--- src/common/tw_pkg.sv ---
// constants, field layout and types shared by the two-wire master transmitter
package tw_pkg;

  localparam int CLK_PERIOD_NS = 25;
  localparam int SCL_PERIOD_NS = 200;
  // quarter of a bus bit, least time, so rounded up
  localparam int QUARTER_NS    = SCL_PERIOD_NS / 4;
  localparam int QUARTER_RAW   = (QUARTER_NS + CLK_PERIOD_NS - 1) / CLK_PERIOD_NS;
  localparam int QUARTER_CYC   = (QUARTER_RAW < 1) ? 1 : QUARTER_RAW;

  localparam int ADDR_W = 3;
  localparam logic [ADDR_W-1:0] ADDR_CTRL     = 3'h0;
  localparam logic [ADDR_W-1:0] ADDR_STATE    = 3'h1;
  localparam logic [ADDR_W-1:0] ADDR_DATA     = 3'h2;
  localparam logic [ADDR_W-1:0] ADDR_IRQ_STAT = 3'h3;
  localparam logic [ADDR_W-1:0] ADDR_IRQ_MASK = 3'h4;

  // serial_control field positions
  localparam int CTL_STEP  = 7;
  localparam int CTL_ACK   = 6;
  localparam int CTL_STA   = 5;
  localparam int CTL_STO   = 4;
  localparam int CTL_WCOL  = 3;
  localparam int CTL_EN    = 2;
  localparam int CTL_IE    = 0;
  localparam logic [7:0] CTRL_RESET = 8'h00;
  localparam int RW_BIT    = 0;
  localparam int BYTE_MSB  = 7;

  // bus_state_register codes, prescaler bits always zero
  localparam logic [7:0] ST_START   = 8'h08;
  localparam logic [7:0] ST_RSTART  = 8'h10;
  localparam logic [7:0] ST_AW_ACK  = 8'h18;
  localparam logic [7:0] ST_AW_NACK = 8'h20;
  localparam logic [7:0] ST_D_ACK   = 8'h28;
  localparam logic [7:0] ST_D_NACK  = 8'h30;
  localparam logic [7:0] ST_ARB     = 8'h38;
  localparam logic [7:0] ST_AR_ACK  = 8'h40;
  localparam logic [7:0] ST_AR_NACK = 8'h48;
  localparam logic [7:0] ST_IDLE    = 8'hF8;

  // interrupt event bits
  localparam int EV_W    = 3;
  localparam int EV_STEP = 0;
  localparam int EV_WCOL = 1;
  localparam int EV_ARB  = 2;

  localparam logic [1:0] STEP_LAST = 2'h3;
  localparam logic [1:0] STOP_LAST = 2'h2;
  localparam logic [1:0] STEP_WAIT = 2'h2;

  typedef enum logic [1:0] {OP_START, OP_STOP, OP_WBIT, OP_RBIT} tw_op_e;

endpackage

--- src/common/tw_bit_if.sv ---
// request and answer between the byte sequencer and the bus bit engine
`timescale 1ns/1ps
`default_nettype none
interface tw_bit_if;
  logic           req;
  logic           abort;
  tw_pkg::tw_op_e op;
  logic           bit_tx;
  logic           done;
  logic           bit_rx;
  logic           arb_lost;

  modport ctl (output req, abort, op, bit_tx, input done, bit_rx, arb_lost);
  modport eng (input req, abort, op, bit_tx, output done, bit_rx, arb_lost);
endinterface
`default_nettype wire

--- src/hdl/tw_bit_engine.sv ---
// bus bit engine: start, stop and single bits on the open-drain clock and data lines
`timescale 1ns/1ps
`default_nettype none
module tw_bit_engine #(
  parameter int QUARTER_CYC = tw_pkg::QUARTER_CYC
) (
  input  wire logic  ref_clk,
  input  wire logic  rst_n,
  input  wire logic  ce,
  input  wire logic  scl_s,
  input  wire logic  sda_s,
  output logic       scl_oe,
  output logic       sda_oe,
  tw_bit_if.eng      bi
);

  typedef struct packed {
    logic           run;
    tw_pkg::tw_op_e op;
    logic [1:0]     step;
    logic [7:0]     tmr;
    logic           bit_tx;
    logic           scl_oe;
    logic           sda_oe;
    logic           rx;
    logic           done;
    logic           arb;
  } tw_eng_s;

  tw_eng_s r_reg;
  tw_eng_s r_next;

  localparam logic [7:0] TMR_LAST = 8'(QUARTER_CYC - 1);

  always_comb
  begin
    logic stall;
    logic [1:0] last;
    stall = 1'b0;
    last  = (r_reg.op == tw_pkg::OP_STOP) ? tw_pkg::STOP_LAST : tw_pkg::STEP_LAST;
    r_next = r_reg;
    r_next.done = 1'b0;
    if (bi.abort)
    begin
      r_next.run    = 1'b0;
      r_next.scl_oe = 1'b0;
      r_next.sda_oe = 1'b0;
    end
    else if (!r_reg.run)
    begin
      if (bi.req)
      begin
        r_next.run    = 1'b1;
        r_next.op     = bi.op;
        r_next.bit_tx = bi.bit_tx;
        r_next.step   = '0;
        r_next.tmr    = '0;
        r_next.arb    = 1'b0;
      end
    end
    else
    begin
      // a slave may hold the clock low; wait until it lets go
      stall = (r_reg.step == tw_pkg::STEP_WAIT) && (r_reg.tmr == '0) && !scl_s;
      if (!stall && r_reg.tmr == '0)
      begin
        case (r_reg.step)
          2'h0:
          begin
            if (r_reg.op == tw_pkg::OP_START)
              r_next.sda_oe = 1'b0;
            else if (r_reg.op == tw_pkg::OP_STOP)
              r_next.sda_oe = 1'b1;
            else
              r_next.sda_oe = (r_reg.op == tw_pkg::OP_WBIT) && !r_reg.bit_tx;
          end
          2'h1:
            r_next.scl_oe = 1'b0;
          2'h2:
          begin
            if (r_reg.op == tw_pkg::OP_START)
              r_next.sda_oe = 1'b1;
            else if (r_reg.op == tw_pkg::OP_STOP)
              r_next.sda_oe = 1'b0;
            else
            begin
              r_next.rx  = sda_s;
              // sent a one, line shows zero: someone else owns the bus
              r_next.arb = (r_reg.op == tw_pkg::OP_WBIT) && r_reg.bit_tx && !sda_s;
            end
          end
          default:
          begin
            r_next.scl_oe = !r_reg.arb;
            if (r_reg.arb)
              r_next.sda_oe = 1'b0;
          end
        endcase
      end
      if (!stall)
      begin
        if (r_reg.tmr == TMR_LAST)
        begin
          r_next.tmr = '0;
          if (r_reg.step == last)
          begin
            r_next.run  = 1'b0;
            r_next.done = 1'b1;
          end
          else
            r_next.step = r_reg.step + 2'h1;
        end
        else
          r_next.tmr = r_reg.tmr + 8'h01;
      end
    end
  end

  always_ff @(posedge ref_clk or negedge rst_n)
  begin
    if (!rst_n)
      r_reg <= '0;
    else if (ce)
      r_reg <= r_next;
  end

  assign scl_oe      = r_reg.scl_oe;
  assign sda_oe      = r_reg.sda_oe;
  assign bi.done     = r_reg.done;
  assign bi.bit_rx   = r_reg.rx;
  assign bi.arb_lost = r_reg.arb;

endmodule
`default_nettype wire

--- src/hdl/tw_master_tx.sv ---
// two-wire master transmitter: registers, byte sequencer and bus-free watch
//
// Our own choices: the address map and the strobed register port.
`timescale 1ns/1ps
`default_nettype none
////////////////////////////////////////////////////////////////////////////////
// What this block does
// - clearing step flag with start and enable waits for free bus, sends START.
// - after START the step flag sets and state reads 0x08.
// - address read/write bit chooses send mode or receive mode.
// - after address and acknowledge, flag sets with 0x18, 0x20 or 0x38, or with 0x40 or 0x48 for a read address.
// - data write while flag low is dropped and sets write collision.
// - writing one to the step flag clears it and lets the transfer go on.
// - clear with stop only sends STOP mid-transfer and clears stop request itself; when idle it just clears the request.
// - clear with start and stop mid-transfer sends STOP, then START, clears stop request; when idle it sends START only and leaves the stop request set.
// - clear with start only mid-transfer sends repeated START, state 0x10.
// - in 0x10 an address byte is sent; read bit moves to receive mode.
// - in 0x18 to 0x30 a plain clear sends the loaded byte, samples acknowledge.
// - after each data byte flag sets with 0x28, 0x30 or 0x38.
// - after arbitration loss release bus, or with start wait free and START.
// - while the step flag stays set the bus transfer stays suspended.
module tw_master_tx #(
  parameter int QUARTER_CYC = tw_pkg::QUARTER_CYC
) (
  input  wire logic                      ref_clk,
  input  wire logic                      rst_n,
  input  wire logic                      ce,
  input  wire logic [tw_pkg::ADDR_W-1:0] addr,
  input  wire logic [7:0]                wdata,
  input  wire logic                      wr,
  input  wire logic                      rd,
  output logic      [7:0]                rdata,
  output logic                           irq,
  input  wire logic                      scl_in,
  output logic                           scl_out,
  output logic                           scl_oe,
  input  wire logic                      sda_in,
  output logic                           sda_out,
  output logic                           sda_oe
);

  typedef enum logic [2:0] {M_IDLE, M_WAIT, M_START, M_HOLD, M_BIT, M_ACK, M_STOP} tw_mst_e;

  typedef struct packed {
    tw_mst_e            st;
    logic [7:0]         ctrl;
    logic [7:0]         code;
    logic [7:0]         data;
    logic [7:0]         shift;
    logic [2:0]         bitn;
    logic               addr_ph;
    logic               rx_mode;
    logic               owned;
    logic               issued;
    logic [tw_pkg::EV_W-1:0] irq_st;
    logic [tw_pkg::EV_W-1:0] irq_mask;
    logic [7:0]         rdata;
    logic [2:0]         scl_sy;
    logic [2:0]         sda_sy;
    logic               busy;
  } tw_top_s;

  tw_top_s r_reg;
  tw_top_s r_next;

  tw_bit_if bi ();

  logic scl_s;
  logic sda_s;
  assign scl_s = r_reg.scl_sy[1];
  assign sda_s = r_reg.sda_sy[1];

  tw_bit_engine #(
    .QUARTER_CYC (QUARTER_CYC)
  ) u_eng (
    .ref_clk (ref_clk),
    .rst_n   (rst_n),
    .ce      (ce),
    .scl_s   (scl_s),
    .sda_s   (sda_s),
    .scl_oe  (scl_oe),
    .sda_oe  (sda_oe),
    .bi      (bi)
  );

  ////////////////////////////////////////////////////////////////////////////////
  // engine requests

  always_comb
  begin
    bi.req    = 1'b0;
    bi.op     = tw_pkg::OP_START;
    bi.bit_tx = 1'b1;
    case (r_reg.st)
      M_START:
        bi.req = !r_reg.issued;
      M_STOP:
      begin
        bi.req = !r_reg.issued;
        bi.op  = tw_pkg::OP_STOP;
      end
      M_BIT:
      begin
        bi.req    = !r_reg.issued;
        bi.op     = tw_pkg::OP_WBIT;
        bi.bit_tx = r_reg.shift[tw_pkg::BYTE_MSB];
      end
      M_ACK:
      begin
        bi.req = !r_reg.issued;
        bi.op  = tw_pkg::OP_RBIT;
      end
      default:
        bi.req = 1'b0;
    endcase
  end

  assign bi.abort = !r_reg.ctrl[tw_pkg::CTL_EN];

  ////////////////////////////////////////////////////////////////////////////////
  // registers and sequencer

  always_comb
  begin
    logic go;
    logic hw_step;
    logic ev_wcol;
    logic ev_arb;
    logic ack;
    go      = 1'b0;
    hw_step = 1'b0;
    ev_wcol = 1'b0;
    ev_arb  = 1'b0;
    ack     = !bi.bit_rx;
    r_next  = r_reg;
    r_next.rdata = '0;

    // first stage feeds only the second; stage two and three give edges
    r_next.scl_sy = {r_reg.scl_sy[1:0], scl_in};
    r_next.sda_sy = {r_reg.sda_sy[1:0], sda_in};
    if (scl_s && r_reg.scl_sy[2])
    begin
      if (r_reg.sda_sy[2] && !sda_s)
        r_next.busy = 1'b1;
      else if (!r_reg.sda_sy[2] && sda_s)
        r_next.busy = 1'b0;
    end

    if (wr)
    begin
      case (addr)
        tw_pkg::ADDR_CTRL:
        begin
          r_next.ctrl[tw_pkg::CTL_ACK] = wdata[tw_pkg::CTL_ACK];
          r_next.ctrl[tw_pkg::CTL_STA] = wdata[tw_pkg::CTL_STA];
          r_next.ctrl[tw_pkg::CTL_STO] = wdata[tw_pkg::CTL_STO];
          r_next.ctrl[tw_pkg::CTL_EN]  = wdata[tw_pkg::CTL_EN];
          r_next.ctrl[tw_pkg::CTL_IE]  = wdata[tw_pkg::CTL_IE];
          if (wdata[tw_pkg::CTL_STEP])
            r_next.ctrl[tw_pkg::CTL_STEP] = 1'b0;
          go = wdata[tw_pkg::CTL_STEP] && wdata[tw_pkg::CTL_EN];
        end
        tw_pkg::ADDR_DATA:
        begin
          if (r_reg.ctrl[tw_pkg::CTL_STEP])
          begin
            r_next.data = wdata;
            r_next.ctrl[tw_pkg::CTL_WCOL] = 1'b0;
          end
          else
            ev_wcol = 1'b1;
        end
        tw_pkg::ADDR_IRQ_STAT:
          r_next.irq_st = r_reg.irq_st & ~wdata[tw_pkg::EV_W-1:0];
        tw_pkg::ADDR_IRQ_MASK:
          r_next.irq_mask = wdata[tw_pkg::EV_W-1:0];
        default:
          r_next.irq_mask = r_reg.irq_mask;
      endcase
    end

    if (rd)
    begin
      case (addr)
        tw_pkg::ADDR_CTRL:     r_next.rdata = r_reg.ctrl;
        tw_pkg::ADDR_STATE:    r_next.rdata = r_reg.code;
        tw_pkg::ADDR_DATA:     r_next.rdata = r_reg.data;
        tw_pkg::ADDR_IRQ_STAT: r_next.rdata = 8'(r_reg.irq_st);
        tw_pkg::ADDR_IRQ_MASK: r_next.rdata = 8'(r_reg.irq_mask);
        default:               r_next.rdata = '0;
      endcase
    end

    if (bi.req)
      r_next.issued = 1'b1;

    case (r_reg.st)
      M_IDLE:
      begin
        if (go && wdata[tw_pkg::CTL_STA])
        begin
          r_next.st = M_WAIT;
        end
        else if (go && wdata[tw_pkg::CTL_STO])
          r_next.ctrl[tw_pkg::CTL_STO] = 1'b0;
      end
      M_WAIT:
      begin
        if (!r_reg.busy)
        begin
          r_next.st     = M_START;
          r_next.issued = 1'b0;
        end
      end
      M_START:
      begin
        if (bi.done)
        begin
          r_next.code    = r_reg.owned ? tw_pkg::ST_RSTART : tw_pkg::ST_START;
          r_next.owned   = 1'b1;
          r_next.addr_ph = 1'b1;
          r_next.rx_mode = 1'b0;
          r_next.st      = M_HOLD;
          hw_step        = 1'b1;
        end
      end
      M_HOLD:
      begin
        // nothing moves on the bus until software clears the flag
        if (go)
        begin
          r_next.issued = 1'b0;
          if (r_reg.code == tw_pkg::ST_ARB)
            r_next.st = wdata[tw_pkg::CTL_STA] ? M_WAIT : M_IDLE;
          else if (wdata[tw_pkg::CTL_STO])
            r_next.st = M_STOP;
          else if (wdata[tw_pkg::CTL_STA])
            r_next.st = M_START;
          else if (!r_reg.rx_mode)
          begin
            r_next.shift = r_reg.data;
            r_next.bitn  = 3'(tw_pkg::BYTE_MSB);
            r_next.st    = M_BIT;
          end
        end
      end
      M_BIT:
      begin
        if (bi.done)
        begin
          r_next.issued = 1'b0;
          if (bi.arb_lost)
          begin
            r_next.code  = tw_pkg::ST_ARB;
            r_next.owned = 1'b0;
            r_next.st    = M_HOLD;
            ev_arb       = 1'b1;
            hw_step      = 1'b1;
          end
          else
          begin
            r_next.shift = {r_reg.shift[6:0], 1'b0};
            if (r_reg.bitn == '0)
              r_next.st = M_ACK;
            else
              r_next.bitn = r_reg.bitn - 3'h1;
          end
        end
      end
      M_ACK:
      begin
        if (bi.done)
        begin
          if (r_reg.addr_ph && r_reg.data[tw_pkg::RW_BIT])
          begin
            r_next.code    = ack ? tw_pkg::ST_AR_ACK : tw_pkg::ST_AR_NACK;
            r_next.rx_mode = 1'b1;
          end
          else if (r_reg.addr_ph)
            r_next.code = ack ? tw_pkg::ST_AW_ACK : tw_pkg::ST_AW_NACK;
          else
            r_next.code = ack ? tw_pkg::ST_D_ACK : tw_pkg::ST_D_NACK;
          r_next.addr_ph = 1'b0;
          r_next.st      = M_HOLD;
          hw_step        = 1'b1;
        end
      end
      M_STOP:
      begin
        if (bi.done)
        begin
          r_next.ctrl[tw_pkg::CTL_STO] = 1'b0;
          r_next.owned  = 1'b0;
          r_next.issued = 1'b0;
          // a start still pending follows the stop once the bus is free
          if (r_reg.ctrl[tw_pkg::CTL_STA])
            r_next.st = M_WAIT;
          else
          begin
            r_next.code = tw_pkg::ST_IDLE;
            r_next.st   = M_IDLE;
          end
        end
      end
      default:
        r_next.st = M_IDLE;
    endcase

    // disabling drops the transfer; the engine releases both lines
    if (!r_next.ctrl[tw_pkg::CTL_EN])
    begin
      r_next.st    = M_IDLE;
      r_next.owned = 1'b0;
    end

    // hardware sets win over software clears in the same cycle
    if (hw_step)
    begin
      r_next.ctrl[tw_pkg::CTL_STEP] = 1'b1;
      r_next.irq_st[tw_pkg::EV_STEP] = 1'b1;
    end
    if (ev_wcol)
    begin
      r_next.ctrl[tw_pkg::CTL_WCOL] = 1'b1;
      r_next.irq_st[tw_pkg::EV_WCOL] = 1'b1;
    end
    if (ev_arb)
      r_next.irq_st[tw_pkg::EV_ARB] = 1'b1;
  end

  always_ff @(posedge ref_clk or negedge rst_n)
  begin
    if (!rst_n)
    begin
      r_reg        <= '0;
      r_reg.st     <= M_IDLE;
      r_reg.ctrl   <= tw_pkg::CTRL_RESET;
      r_reg.code   <= tw_pkg::ST_IDLE;
      r_reg.scl_sy <= 3'h7;
      r_reg.sda_sy <= 3'h7;
    end
    else if (ce)
      r_reg <= r_next;
  end

  ////////////////////////////////////////////////////////////////////////////////
  // outputs

  assign rdata   = r_reg.rdata;
  assign irq     = (|(r_reg.irq_st & r_reg.irq_mask))
                 | (r_reg.ctrl[tw_pkg::CTL_STEP] & r_reg.ctrl[tw_pkg::CTL_IE]);
  // open drain: only ever pull low
  assign scl_out = 1'b0;
  assign sda_out = 1'b0;

endmodule
`default_nettype wire

--- config.mk ---
export PLATFORM = sky130hd
export DESIGN_NAME = tw_master_tx
export DESIGN_NICKNAME = d
export VERILOG_FILES = /design/src/common/tw_pkg.sv /design/src/common/tw_bit_if.sv /design/src/hdl/tw_bit_engine.sv /design/src/hdl/tw_master_tx.sv
export SDC_FILE = /design/constraint.sdc
export NUM_CORES = 1
export LEC_CHECK = 0
export ABC_AREA = 1
export BUFFER_PORTS_ARGS = -buffer_cell sky130_fd_sc_hd__buf_4
export CORE_ASPECT_RATIO = 0.8
export CORE_UTILIZATION = 57
export CTS_BUF_LIST = sky130_fd_sc_hd__clkbuf_8
export DETAILED_ROUTE_END_ITERATION = 6
export PLACE_DENSITY = 0.79
export SETUP_SLACK_MARGIN = 0.05
export SLEW_MARGIN = 20
export SYNTH_ARGS = -nofsm -noshare
export SYNTH_HDL_FRONTEND = slang
export SYNTH_SLANG_ARGS = --single-unit
--- constraint.sdc ---
create_clock -name ref_clk -period 1.4 [get_ports ref_clk]
set_input_delay 0.14 -clock ref_clk [delete_from_list [all_inputs] [get_ports ref_clk]]
set_output_delay 0.14 -clock ref_clk [all_outputs]
set_load 0.03 [all_outputs]
* Word-level counts from Yosys, hierarchy flattened
Cells that the tools add are included.
** Storage, ports and cells
- Register bits after elaboration :: 81
- Output and inout bits :: 13
- Word-level logic and storage cells :: 285
** Operators by class
- Add/subtract/negate cells :: 3
- Eq/ne operators :: 55
- Mux-type cells :: 120
- Bitwise gates (word level) :: 8
- Reduce and logical (&&, ||, !) cells :: 68
** Operators by type and width (number)
- 11-bit 2-to-1 mux :: 7
- 8-bit 2-to-1 mux :: 8
- 1-bit 2-to-1 mux :: 55
- 3-bit 2-to-1 mux :: 18
- 8-bit one-hot mux with 5 select lines :: 1
- 2-bit inequality test, second input constant :: 18
- 8-bit one-hot mux with 4 select lines :: 1
- 4-bit AND reduction :: 7
- 2-bit nonzero test :: 14
- 6-bit 2-to-1 mux :: 4
- 11-bit one-hot mux with 2 select lines :: 1
- 10-bit 2-to-1 mux :: 2
- 3-bit one-hot mux with 6 select lines :: 1
- 3-bit AND reduction :: 6
- 6-bit AND reduction :: 3
- 9-bit AND reduction :: 2
- 3-bit by 2-bit inequality test with 1-bit output, second input constant :: 5
- 14-bit 2-to-1 mux :: 1
- 2-bit 2-to-1 mux :: 7
- 2-bit by 1-bit inequality test with 1-bit output, second input constant :: 7
- 7-bit AND reduction :: 2
- 1-bit logical AND :: 13
- 3-bit by 2-bit == test with 1-bit output, second input constant :: 4
- 3-bit == test, second input constant :: 4
- 38 further kinds :: 63

* Depth between registers and ports, before layout
Gate-level depths: netlist of run 1.
- Depth after elaboration :: 9
- Depth in mapped cells :: 13

* Cells and area by module
A second synthesis of run 1 with hierarchy kept.
** Second synthesis, totals
- Cells, all modules :: 601
- Area total of the unflattened synthesis :: 4635.7 um2
** Modules (own cells, without submodules)
- tw_master_tx :: times used 1, cells an instance 428, area each 3375.7 um2, seq. area each 1490.2 um2
- tw_bit_engine :: times used 1, cells an instance 173, area each 1260.0 um2, seq. area each 475.5 um2

* Worst setup path after synthesis of run 1
Ideal clock, no wire load.
- Kind :: register to register
- From :: register r_reg[60] (netlist bit)
- To :: register u_eng.r_reg[11] (netlist bit)
- Arrival :: 1394 ps
- Setup slack :: -113 ps
- Stages on the path, launching flop included :: 11
- Clock period less this slack :: 1513 ps
- Cell sequence :: dfrtp_1 -> buf_4 -> inv_2 -> nand2_1 -> nand2_1 -> nand2_1 -> a21oi_2 -> nand2_2 -> inv_2 -> o21ai_0 -> o21a_1
** On the way
- Cells in the longest elaborated chain, start to end :: 5
- Elaborated cells between the ends (all ways) :: 8
- Classes of those cells :: 4 x eq/ne; 1 x mux; 3 x reduce/logical
** Ends and longest elaborated chain
- start, declared :: RTL line tw_master_tx.sv:63 : tw_top_s r_reg;
- start signal, assigned :: RTL line tw_master_tx.sv:343 : r_reg <= r_next;
- 3-bit == test / 3-bit by 2-bit == test with 1-bit output (equally long branches) :: RTL line tw_master_tx.sv:94 : case (r_reg.st)
- 4-bit OR reduction (no source line) (*)
- 1-bit 2-to-1 mux (*)
- 2-bit nonzero test (no source line) (*)
- 4-bit AND reduction (no source line) (*)
- end signal, assigned :: RTL line tw_bit_engine.sv:124 : r_reg <= r_next;
- end, declared :: RTL line tw_bit_engine.sv:30 : tw_eng_s r_reg;
Mark *: on every way between the ends. The rest lies on a longest branch, timed or not.
A chain may end at the register's enable or synchronous reset.

* Final worst setup path of run 1
- From :: register r_reg[61] (netlist bit)
- To :: register u_eng.r_reg[15] (netlist bit)
** On the way
- Cells in the longest elaborated chain, start to end :: 5
- Elaborated cells between the ends (all ways) :: 8
- Classes of those cells :: 4 x eq/ne; 1 x mux; 3 x reduce/logical
** Ends and longest elaborated chain (RTL line)
- 3-bit == test / 3-bit by 2-bit == test with 1-bit output (equally long branches) :: tw_master_tx.sv:94
- 4-bit OR reduction (no source line) (*)
- 1-bit 2-to-1 mux (*)
- 2-bit nonzero test (no source line) (*)
- 6-bit AND reduction (no source line) (*)
Marks and branches as above.

==> results of run 1 <==
[metrics by stage]
| step | utilization, % | worst slack [ps] | power [mW] | TNS (ps) |
|---|---|---|---|---|
| floorplan | - | -69.11 | 4.151 | -515.4 |
| global placement | 71.55 | -219.3 | 4.880 | -4905 |
| detailed placement | 71.55 | -308.4 | 4.972 | -6978 |
| CTS | 78.10 | -136.9 | 7.005 | -2494 |
| global route | 83.85 | -382.8 | 7.892 | -9063 |
| finish | 83.85 | -297.8 | 7.593 | -6658 |
[cell type report]
class	count	area share, %
multi-input cells	406	40.19
flip-flops and latches	78	31.49
repair buffers	131	17.30
inverters	83	5.339
clock buffers	11	2.420
well taps	105	2.100
clock inverters	5	1.020
repair inverters	1	0.1400
[synthesized netlist by cell type, types with 3 or more instances]
| master | count | share of area, % |
|---|---|---|
| nor2_1 | 41 | 3.5 |
| o21ai_0 | 64 | 7.3 |
| nor2_2 | 3 | 0.43 |
| clkbuf_1 | 5 | 0.43 |
| a21oi_1 | 26 | 2.9 |
| o21ai_1 | 7 | 0.79 |
| o21a_1 | 3 | 0.51 |
| o21ai_2 | 4 | 0.79 |
| buf_4 | 12 | 2.0 |
| o22ai_1 | 11 | 1.6 |
| dfstp_2 | 11 | 6.6 |
| nand4_1 | 8 | 1.1 |
| nand3_2 | 3 | 0.68 |
| inv_1 | 75 | 6.4 |
| dfrtp_1 | 67 | 38 |
| inv_2 | 7 | 0.60 |
| ha_1 | 11 | 3.1 |
| nand2_1 | 158 | 13 |
| nor3_1 | 9 | 1.0 |
| nand3_1 | 31 | 3.5 |
[path summary, 6_finish.rpt]
path / startpoint / endpoint / slack [ps] / cells past startpoint
max in group asynchronous: rst_n / u_eng.r_reg[10] / 570 / 3
hold reg to reg: r_next[5] / r_next[5] / 470 / 2
hold / removal: wdata[3] / r_reg[39] / 3 / 3
setup / recovery: r_reg[61] / u_eng.r_reg[15] / -300 / 8
setup reg to reg: r_reg[61] / u_eng.r_reg[15] / -300 / 8
min in group asynchronous: rst_n / u_eng.r_reg[13] / 250 / 2
[timing repair]
action / CTS / global route
pin swaps: 18 / 27
resized for setup: 57 / 100
endpoints found under the setup margin: 45 / 48
hold endpoints to repair: 25 / 0
gates cloned: 1 / 1
buffers inserted: 8 / 18
hold buffers: 6 / 0
[worst max-delay path: stages (launching register included)]
cell and delay [ps]:
dfrtp_2 490, inv_4 130, nand2_4 80, nand2_4 80, nand2_4 60, a21oi_4 210
nand4_1 270, nand2_1 180, o21ai_2 80
[power groups by stage]
| stage | Sequential, mW | Combinational (mW) | Clock, mW |
|---|---|---|---|
| floorplan | 2.88 | 1.27 | 0 |
| global placement | 2.94 | 1.94 | 0 |
| detailed placement | 2.96 | 2.01 | 0 |
| CTS | 2.91 | 2.22 | 1.87 |
| global route | 2.99 | 2.94 | 1.96 |
| finish | 2.97 | 2.72 | 1.91 |
[logic make-up after synthesis]
group | share of synthesized area, %
AO/OA/AOI/OAI | 16.17
XOR/XNOR | 0.1986
AND/OR/NAND/NOR | 25.98
other | 0.08500
flip-flops | 44.55
buffers and inverters | 9.898
adder cells (fa/ha/maj) | 3.120
[metal layers]
| layer | up-vias | global-route usage (%) | part of all wire [%] |
|---|---|---|---|
| li1 | 2146 | - | - |
| met1 | 2307 | 44.47 | 40 |
| met2 | 342 | 50.00 | 46 |
| met3 | 103 | 5.396 | 9.7 |
| met4 | 0 | 10.29 | 4.6 |
| met5 | - | 0 | 0 |
==> flow_summary.toml, run 1 <==
[pwr]
vdd_drop_max_mv = 1.010
sequentialPowerShare_pct = 39.1
p_per_area_nw_per_um2 = 1213
p_int_mw = 4.728
pwr-share-clk_pct = 25.1
switchingPower_mw = 2.864
pwr-share-comb_pct = 35.8
power_leakage_nw = 3.017
switching_share_pct = 37.72

[finish]
final_cell_mix = "nand2_1, buf_4, dfrtp_1, inv_1, o21ai_0"
largest_reg_flops = 47
num-fill-cells = 408
nets = 739
final_common_cell = "nand2_1"
layout.cells.non_filler = 820
syn_to_final_growth_pct = 41.83
multiInputGateArea_um2 = 2515
n_antenna_cell = 0
fin_area_um2 = 6257
layout-drive-gt1-share_pct = 41.40
seq_area_um2 = 1971

[cts]
cts_buffer_depth = 2
clk_pin_slew_worst_paths_ps = 90
h-tree-depth = 3
cts_tree = "yes"
cts_sinks = 78
cts_root_buf = "clkbuf_8"
clock_latency_ps = 390
cts_made_buffers = 9

[run_status]
violations = "setup timing"
status = "complete, but fails checks"

[sta]
rsz0062_at_grt = "yes"
skew_ps = 18.97
worst_pin_slew_ps = 505.0
hold_ws_ps = 2.770
setup_viol = 45
timing.fmax_mhz = 589.0
period_share_pct = 121.3
slew_violations = 0
max_slew_margin_pct = 66.33
fin_ws_ps = -297.8
hold_viol_final = 0
fin_crit_ps = 1698

[synthesis]
synth_cell_types = 42
synth-edff-count = 0
ys_seq_elements = 78
synth_seq_area_share_pct = 44.55
syn_inst = 584
synthArstFlopShare_pct = 100.0
netlist_area_um2 = 4412
yosysWarnings = 0
avgSynthCellArea_um2 = 7.554
ys.flop_type = "dfrtp_1"

[die]
dieArea_um2 = 8098
start_util_pct = 59.12
rows = 28
ioPinCount = 31
die_h_um = 80.69
dieWidth_um = 100.4
core_area_um2 = 7462

[placed_design]
placedCellCount = 773
placed_cell_area_um2 = 5339
io_buffers = 28
place.gp.congestion = 0.9423
dp_hpwl_mm = 8.735

[global_route]
grt_pass1_wl_mm = 19.61
grt_pass1_vias = 4123
gr-total-overflow = 0
grt_max_degree = 34
track_usage_pct = 31.71
antenna_found_initial = 0

[routing]
drt-pass1-iter-count = 5
vias = 4898
wl_per_cell_um = 17.89
wl_mm = 14.67
avgViaCountPerCell = 5.973
postRouteAntennaNets = 0
drc = 0
drt_iter0_markers = 478

[worst_setup_path]
end_kind = "register"
required_ps = 1670
critPathKind = "register to register"
worstSetupStartpointType = "register"
critPathMaxFanout = 6
cp.arrival_ps = 1970

[worst_hold_path]
hold_class = "input pin to register"

[run]
drv_cap = 0
(Power assumes the default switching activity.)
==> run 2, diff against run 1 <==
ABC_AREA = 0   (was 1)
==> run 2 against run 1 <==
The run still ends with setup timing left; count of clock-buffer cells in the layout fell by 1; synthesized cell count fell by 19%; combinational power fell by 73%; sequential cell count did not move; non-clock buffer count rose by 20; highest routed layer unchanged; routed wire length rose by 17%.
==> flow_summary.toml, run 2 <==
[pwr]
power_leakage_nw = 2.896
sequentialPowerShare_pct = 48.5
vdd_drop_max_mv = 1.044
pwr-share-comb_pct = 14.2
p_per_area_nw_per_um2 = 783.8
switchingPower_mw = 1.371
finalPower_mw = 5.101
pwr-share-clk_pct = 37.3
switching_share_pct = 26.88
p_int_mw = 3.730

[die]
die_h_um = 81.06
ioPinCount = 31
dieArea_um2 = 8172
start_util_pct = 59.40
dieWidth_um = 100.8
core_area_um2 = 7497
rows = 28

[sta]
fin_crit_ps = 1944
slew_violations = 0
period_share_pct = 138.8
timing.fmax_mhz = 514.5
hold_ws_ps = 1.322
skew_ps = 16.62
setup_viol = 46
fin_ws_ps = -543.5
hold_viol_final = 0
worst_pin_slew_ps = 508.4
rsz0062_at_grt = "yes"
finalSetupTns_ps = -15490
max_slew_margin_pct = 65.63

[finish]
syn_to_final_growth_pct = 46.14
final_common_cell = "buf_4"
nets = 636
largest_reg_flops = 47
layout-drive-gt1-share_pct = 49.84
layout.cells.non_filler = 717
num-fill-cells = 343
final_util_pct = 86.80
n_antenna_cell = 0
fin_area_um2 = 6507
final_cell_mix = "buf_4, dfrtp_1, nand2_1, inv_1"

[run_status]
status = "complete, but fails checks"
violations = "setup timing"

[worst_setup_path]
r2r-end = "r_reg[62]"
r2r-start = "r_reg[51]"
critPathKind = "register to register"
end_kind = "register"
ff2ff_setup_slack_ps = -540
worstSetupStartpointType = "register"
rr_worst_depth = 5
critPathMaxFanout = 3
cp.arrival_ps = 2210
required_ps = 1660

[routing]
wl_mm = 17.16
vias = 4827
drc = 0
avgViaCountPerCell = 6.732
drt_iter0_markers = 679
postRouteAntennaNets = 0
wl_per_cell_um = 23.93
drt-pass1-iter-count = 7

[cts]
cts_root_buf = "clkbuf_8"
h-tree-depth = 3
clock_latency_ps = 380
clk_pin_slew_worst_paths_ps = 80
cts_tree = "yes"
cts_sinks = 78
cts_buffer_depth = 2
cts_made_buffers = 9

[synthesis]
synth_cell_types = 61
synthTopCellsByCount = "dfrtp_1, o21ai_0, nand2_1"
synthArstFlopShare_pct = 100.0
avgSynthCellArea_um2 = 9.414
synth_top_cell_by_area = "dfrtp_1"
yosysMostFrequentCell = "dfrtp_1"
synth_top_cells_by_area = "dfrtp_1, dfstp_2, o21ai_0"
synth_seq_area_share_pct = 44.14
syn_inst = 473
netlist_area_um2 = 4453
ys_seq_elements = 78
ys.flop_type = "dfrtp_1"
yosysTopAreaCellShare_pct = 37.65
yosysWarnings = 0
synth-edff-count = 0

[global_route]
antenna_found_initial = 0
top_usage_layer = "met2"
grt_max_degree = 79
track_usage_pct = 35.72
grt_pass1_wl_mm = 21.71
grt_use_met3_pct = 11.88
use_met2_pct = 57.60
grt_pass1_vias = 4350
met1_usage_pct = 44.14
gr-total-overflow = 0

[worst_hold_path]
hold_class = "input pin to register"
min_path_cells = 2
holdCritStartpoint = "scl_in"
hold_path_end = "r_next[5]"

[placed_design]
placedCellCount = 672
io_buffers = 28
place_ws_ps = -466.3
placed_cell_area_um2 = 5489
dp_hpwl_mm = 8.632
place.gp.congestion = 0.9172

[run]
drv_cap = 0
==> run 2: cell types whose count changed after synthesis, moves of 13 or more <==
| cell | before | now |
|---|---|---|
| and3_1 | 0 | 13 |
| inv_1 | 75 | 32 |
| mux2_2 | 0 | 21 |
| mux2i_1 | 0 | 22 |
| nand2_1 | 158 | 50 |
| nand3_1 | 31 | 15 |
| nor2_1 | 41 | 20 |
| o21ai_0 | 64 | 51 |
==> run 2: how the worst max path moves through the flow <==
stage / slack [ps] / endpoint / start / cells past startpoint
6_report: -540 / r_reg[62] / r_reg[51] / 5
4_1_cts: -460 / r_reg[60] / r_reg[26] / 7
5_1_grt: -570 / r_reg[62] / r_reg[60] / 5
2_1_floorplan: -370 / r_reg[25] / r_reg[62] / 6
3_3_place_gp: -330 / r_reg[25] / r_reg[51] / 5
3_5_place_dp: -470 / r_reg[60] / r_reg[49] / 6
==> run 2: cells by family (layout without fill, tap and decap cells) <==
| group | Yosys count | after routing | share of synthesized area, % |
|---|---|---|---|
| AOI/OAI and AO/OA | 126 | 126 | 18.18 |
| xor gates and xnor gates | 2 | 2 | 0.3934 |
| adders and majority gates | 11 | 11 | 3.091 |
| buffers and inverters | 62 | 199 | 6.238 |
| DFF | 78 | 78 | 44.14 |
| muxes | 43 | 43 | 10.26 |
| other | 1 | 2 | 0.08421 |
| and+or+nand+nor | 150 | 151 | 17.62 |
==> run 2: critical path, cell delays in order, from the launching register on <==
cell and delay (ps):
dfstp_2 550, and4b_2 270, and2_4 180, nor3_1 410, a221oi_4 150, mux2i_1 270
==> run 2: final cells by class <==
cell class	instances	area, um^2	area share [%]
multi-input cells	335	2821	43.36
clock buffers	10	137.6	2.115
repair buffers	151	1239	19.03
clock inverters	6	80.08	1.231
inverters	32	130.1	2.000
flip-flops and latches	78	1968	30.24
well taps	105	131.4	2.019
==> run 2: repair_timing <==
| action | CTS | global route |
|---|---|---|
| endpoints found under the setup margin | 46 | 48 |
| pin swaps | 33 | 25 |
| gates resized for setup | 73 | 79 |
| hold buffers | 1 | 0 |
| setup buffers | 19 | 12 |
| cloned | 3 | 0 |
| endpoints found under the hold margin | 67 | 0 |
==> run 2: power by group through the flow <==
stage / combinational (mW) / clock (mW) / sequential [mW]
detailed placement: 0.598 / 0 / 2.49
finish: 0.723 / 1.90 / 2.47
global placement: 0.582 / 0 / 2.49
floorplan: 0.315 / 0 / 2.47
CTS: 0.649 / 1.88 / 2.46
global route: 0.760 / 1.98 / 2.48
==> run 2: routing by layer <==
layer	vias to the layer above	share of wire, %	wire length, um
met1	2252	36	6113
li1	1951	-	-
met4	0	7.3	1246
met2	460	45	7665
met5	-	0	0
met3	164	12	2136
==> run 3, diff against run 2 <==
CORE_UTILIZATION = 68   (was 57)
PLACE_DENSITY = not set   (was 0.79)
PLACE_DENSITY_LB_ADDON = 0.2   (was not set)
clock period = 2.5 ns   (was 1.4 ns; I/O delays follow)
==> run 3 against run 2 <==
The run now ends clean; power is 49% lower; sequential share of layout area up 10 points; final cell count down 20%; critical endpoint is now r_reg[33]; critical path type unchanged.
==> flow_summary.toml, run 3 (synthesis results as in run 2) <==
[routing]
drt-pass1-iter-count = 5
postRouteAntennaNets = 0
drt_iter0_markers = 385
vias = 3657
wl_per_cell_um = 18.32
wl_mm = 10.55
drc = 0
avgViaCountPerCell = 6.349

[die]
ioPinCount = 31
dieArea_um2 = 6878
rows = 25
die_h_um = 74.38
start_util_pct = 73.01
core_area_um2 = 6100
dieWidth_um = 92.48

[sta]
slew_violations = 0
max_slew_margin_pct = 34.47
fin_crit_ps = 2218
hold_viol_final = 0
finalSetupTns_ps = 0
worst_pin_slew_ps = 983.0
period_share_pct = 88.72
skew_ps = 6.591
setup_viol = 0
timing.fmax_mhz = 450.9
rsz0062_at_grt = "no"

[finish]
largest_reg_flops = 47
n_antenna_cell = 0
syn_to_final_growth_pct = 9.188
layout-drive-gt1-share_pct = 18.59
layout.cells.non_filler = 576
final_cell_mix = "dfrtp_1, o21ai_0, nand2_1, buf_4, inv_1"
final_common_cell = "dfrtp_1"
final_util_pct = 79.71
fin_area_um2 = 4862
nets = 519
num-fill-cells = 404

[cts]
clock_latency_ps = 360
cts_setup_buffers = 0
cts_buffer_depth = 2
cts_root_buf = "clkbuf_8"
cts_made_buffers = 9
cts.repair.resized = 0
ctsHoldBuffers = 0
cts_tree = "yes"
clk_pin_slew_worst_paths_ps = 80
cts_sinks = 78
h-tree-depth = 3

[global_route]
grt_pass1_wl_mm = 17.06
grt_pass1_vias = 3411
grt_max_degree = 79
antenna_found_initial = 0
gr-total-overflow = 0
track_usage_pct = 33.33

[worst_setup_path]
cp.arrival_ps = 2420
r2r-start = "r_reg[61]"
required_ps = 2710
worstSetupStartpointType = "register"
rr_worst_depth = 5
cp-startpoint = "r_reg[61]"
critPathKind = "register to register"
critPathMaxFanout = 18
end_kind = "register"

[pwr]
vdd_drop_max_mv = 0.4080
power_leakage_nw = 2.163
p_per_area_nw_per_um2 = 535.3

[placed_design]
io_buffers = 28
dp_hpwl_mm = 7.471
placed_cell_area_um2 = 4663
place.gp.congestion = 0.9295
placedCellCount = 560

[worst_hold_path]
hold_class = "input pin to asynchronous set/reset pin"

[run]
drv_cap = 0

[run_status]
status = "completed"
run 3: changes by cell type in the layout (fill, tap and decap cells not counted), moves of 10 or more:
cell | before | now
buf_4 | 127 | 35
buf_6 | 20 | 0
nand2_1 | 36 | 50
nand2_2 | 10 | 0
o21ai_0 | 20 | 51
o21ai_1 | 13 | 0
o21ai_2 | 16 | 0
run 3: area by class of cell:
type	count	area (um^2)	area share (%)
flip-flops and latches	78	1966	40.43
clock buffers	10	137.6	2.831
well taps	81	101.3	2.084
inverters	32	120.1	2.470
repair buffers	35	262.8	5.404
clock inverters	6	61.31	1.261
multi-input cells	334	2213	45.52
run 3: path summary, 6_finish.rpt:
check / endpoint / slack, ps
worst min register to register: r_reg[30] / 490
min in group ref_clk: r_next[2] / 130
worst max register to register: r_reg[33] / 280
max in group asynchronous: u_eng.scl_oe / 1820
worst min-delay path: u_eng.r_reg[9] / 30
worst max-delay path: r_reg[33] / 280
run 3: where the power goes:
| group | switching (mW) | total (mW) | internal, mW |
|---|---|---|---|
| Sequential | 0.0444 | 1.37 | 1.33 |
| Clock | 0.470 | 0.956 | 0.487 |
| Combinational | 0.162 | 0.275 | 0.112 |
run 3: metrics by stage:
step           total power [mW]  hold slack [ps]  worst slack, ps
2_1_floorplan             1.552           -45.59            669.6
3_3_place_gp              1.657            453.2            503.9
3_5_place_dp              1.667            463.3            334.8
4_1_cts                   2.609            75.22            317.6
5_1_grt                   2.693            121.8            90.07
6_report                  2.603            33.90            282.0
run 3: critical path, cell delays in order (launching register included):
cell and delay [ps]:
dfrtp_1 640, nand3b_1 260, a2111oi_2 460, o2111ai_2 410
nand2_1 190, o21ai_0 110
run 3: per-layer routing:
layer	vias up	track usage (%)	share of wire (%)
li1	1717	-	-
met1	1752	49.97	47
met2	168	47.65	43
met3	20	7.362	8.5
met4	0	12.50	1.6
met5	-	0	0
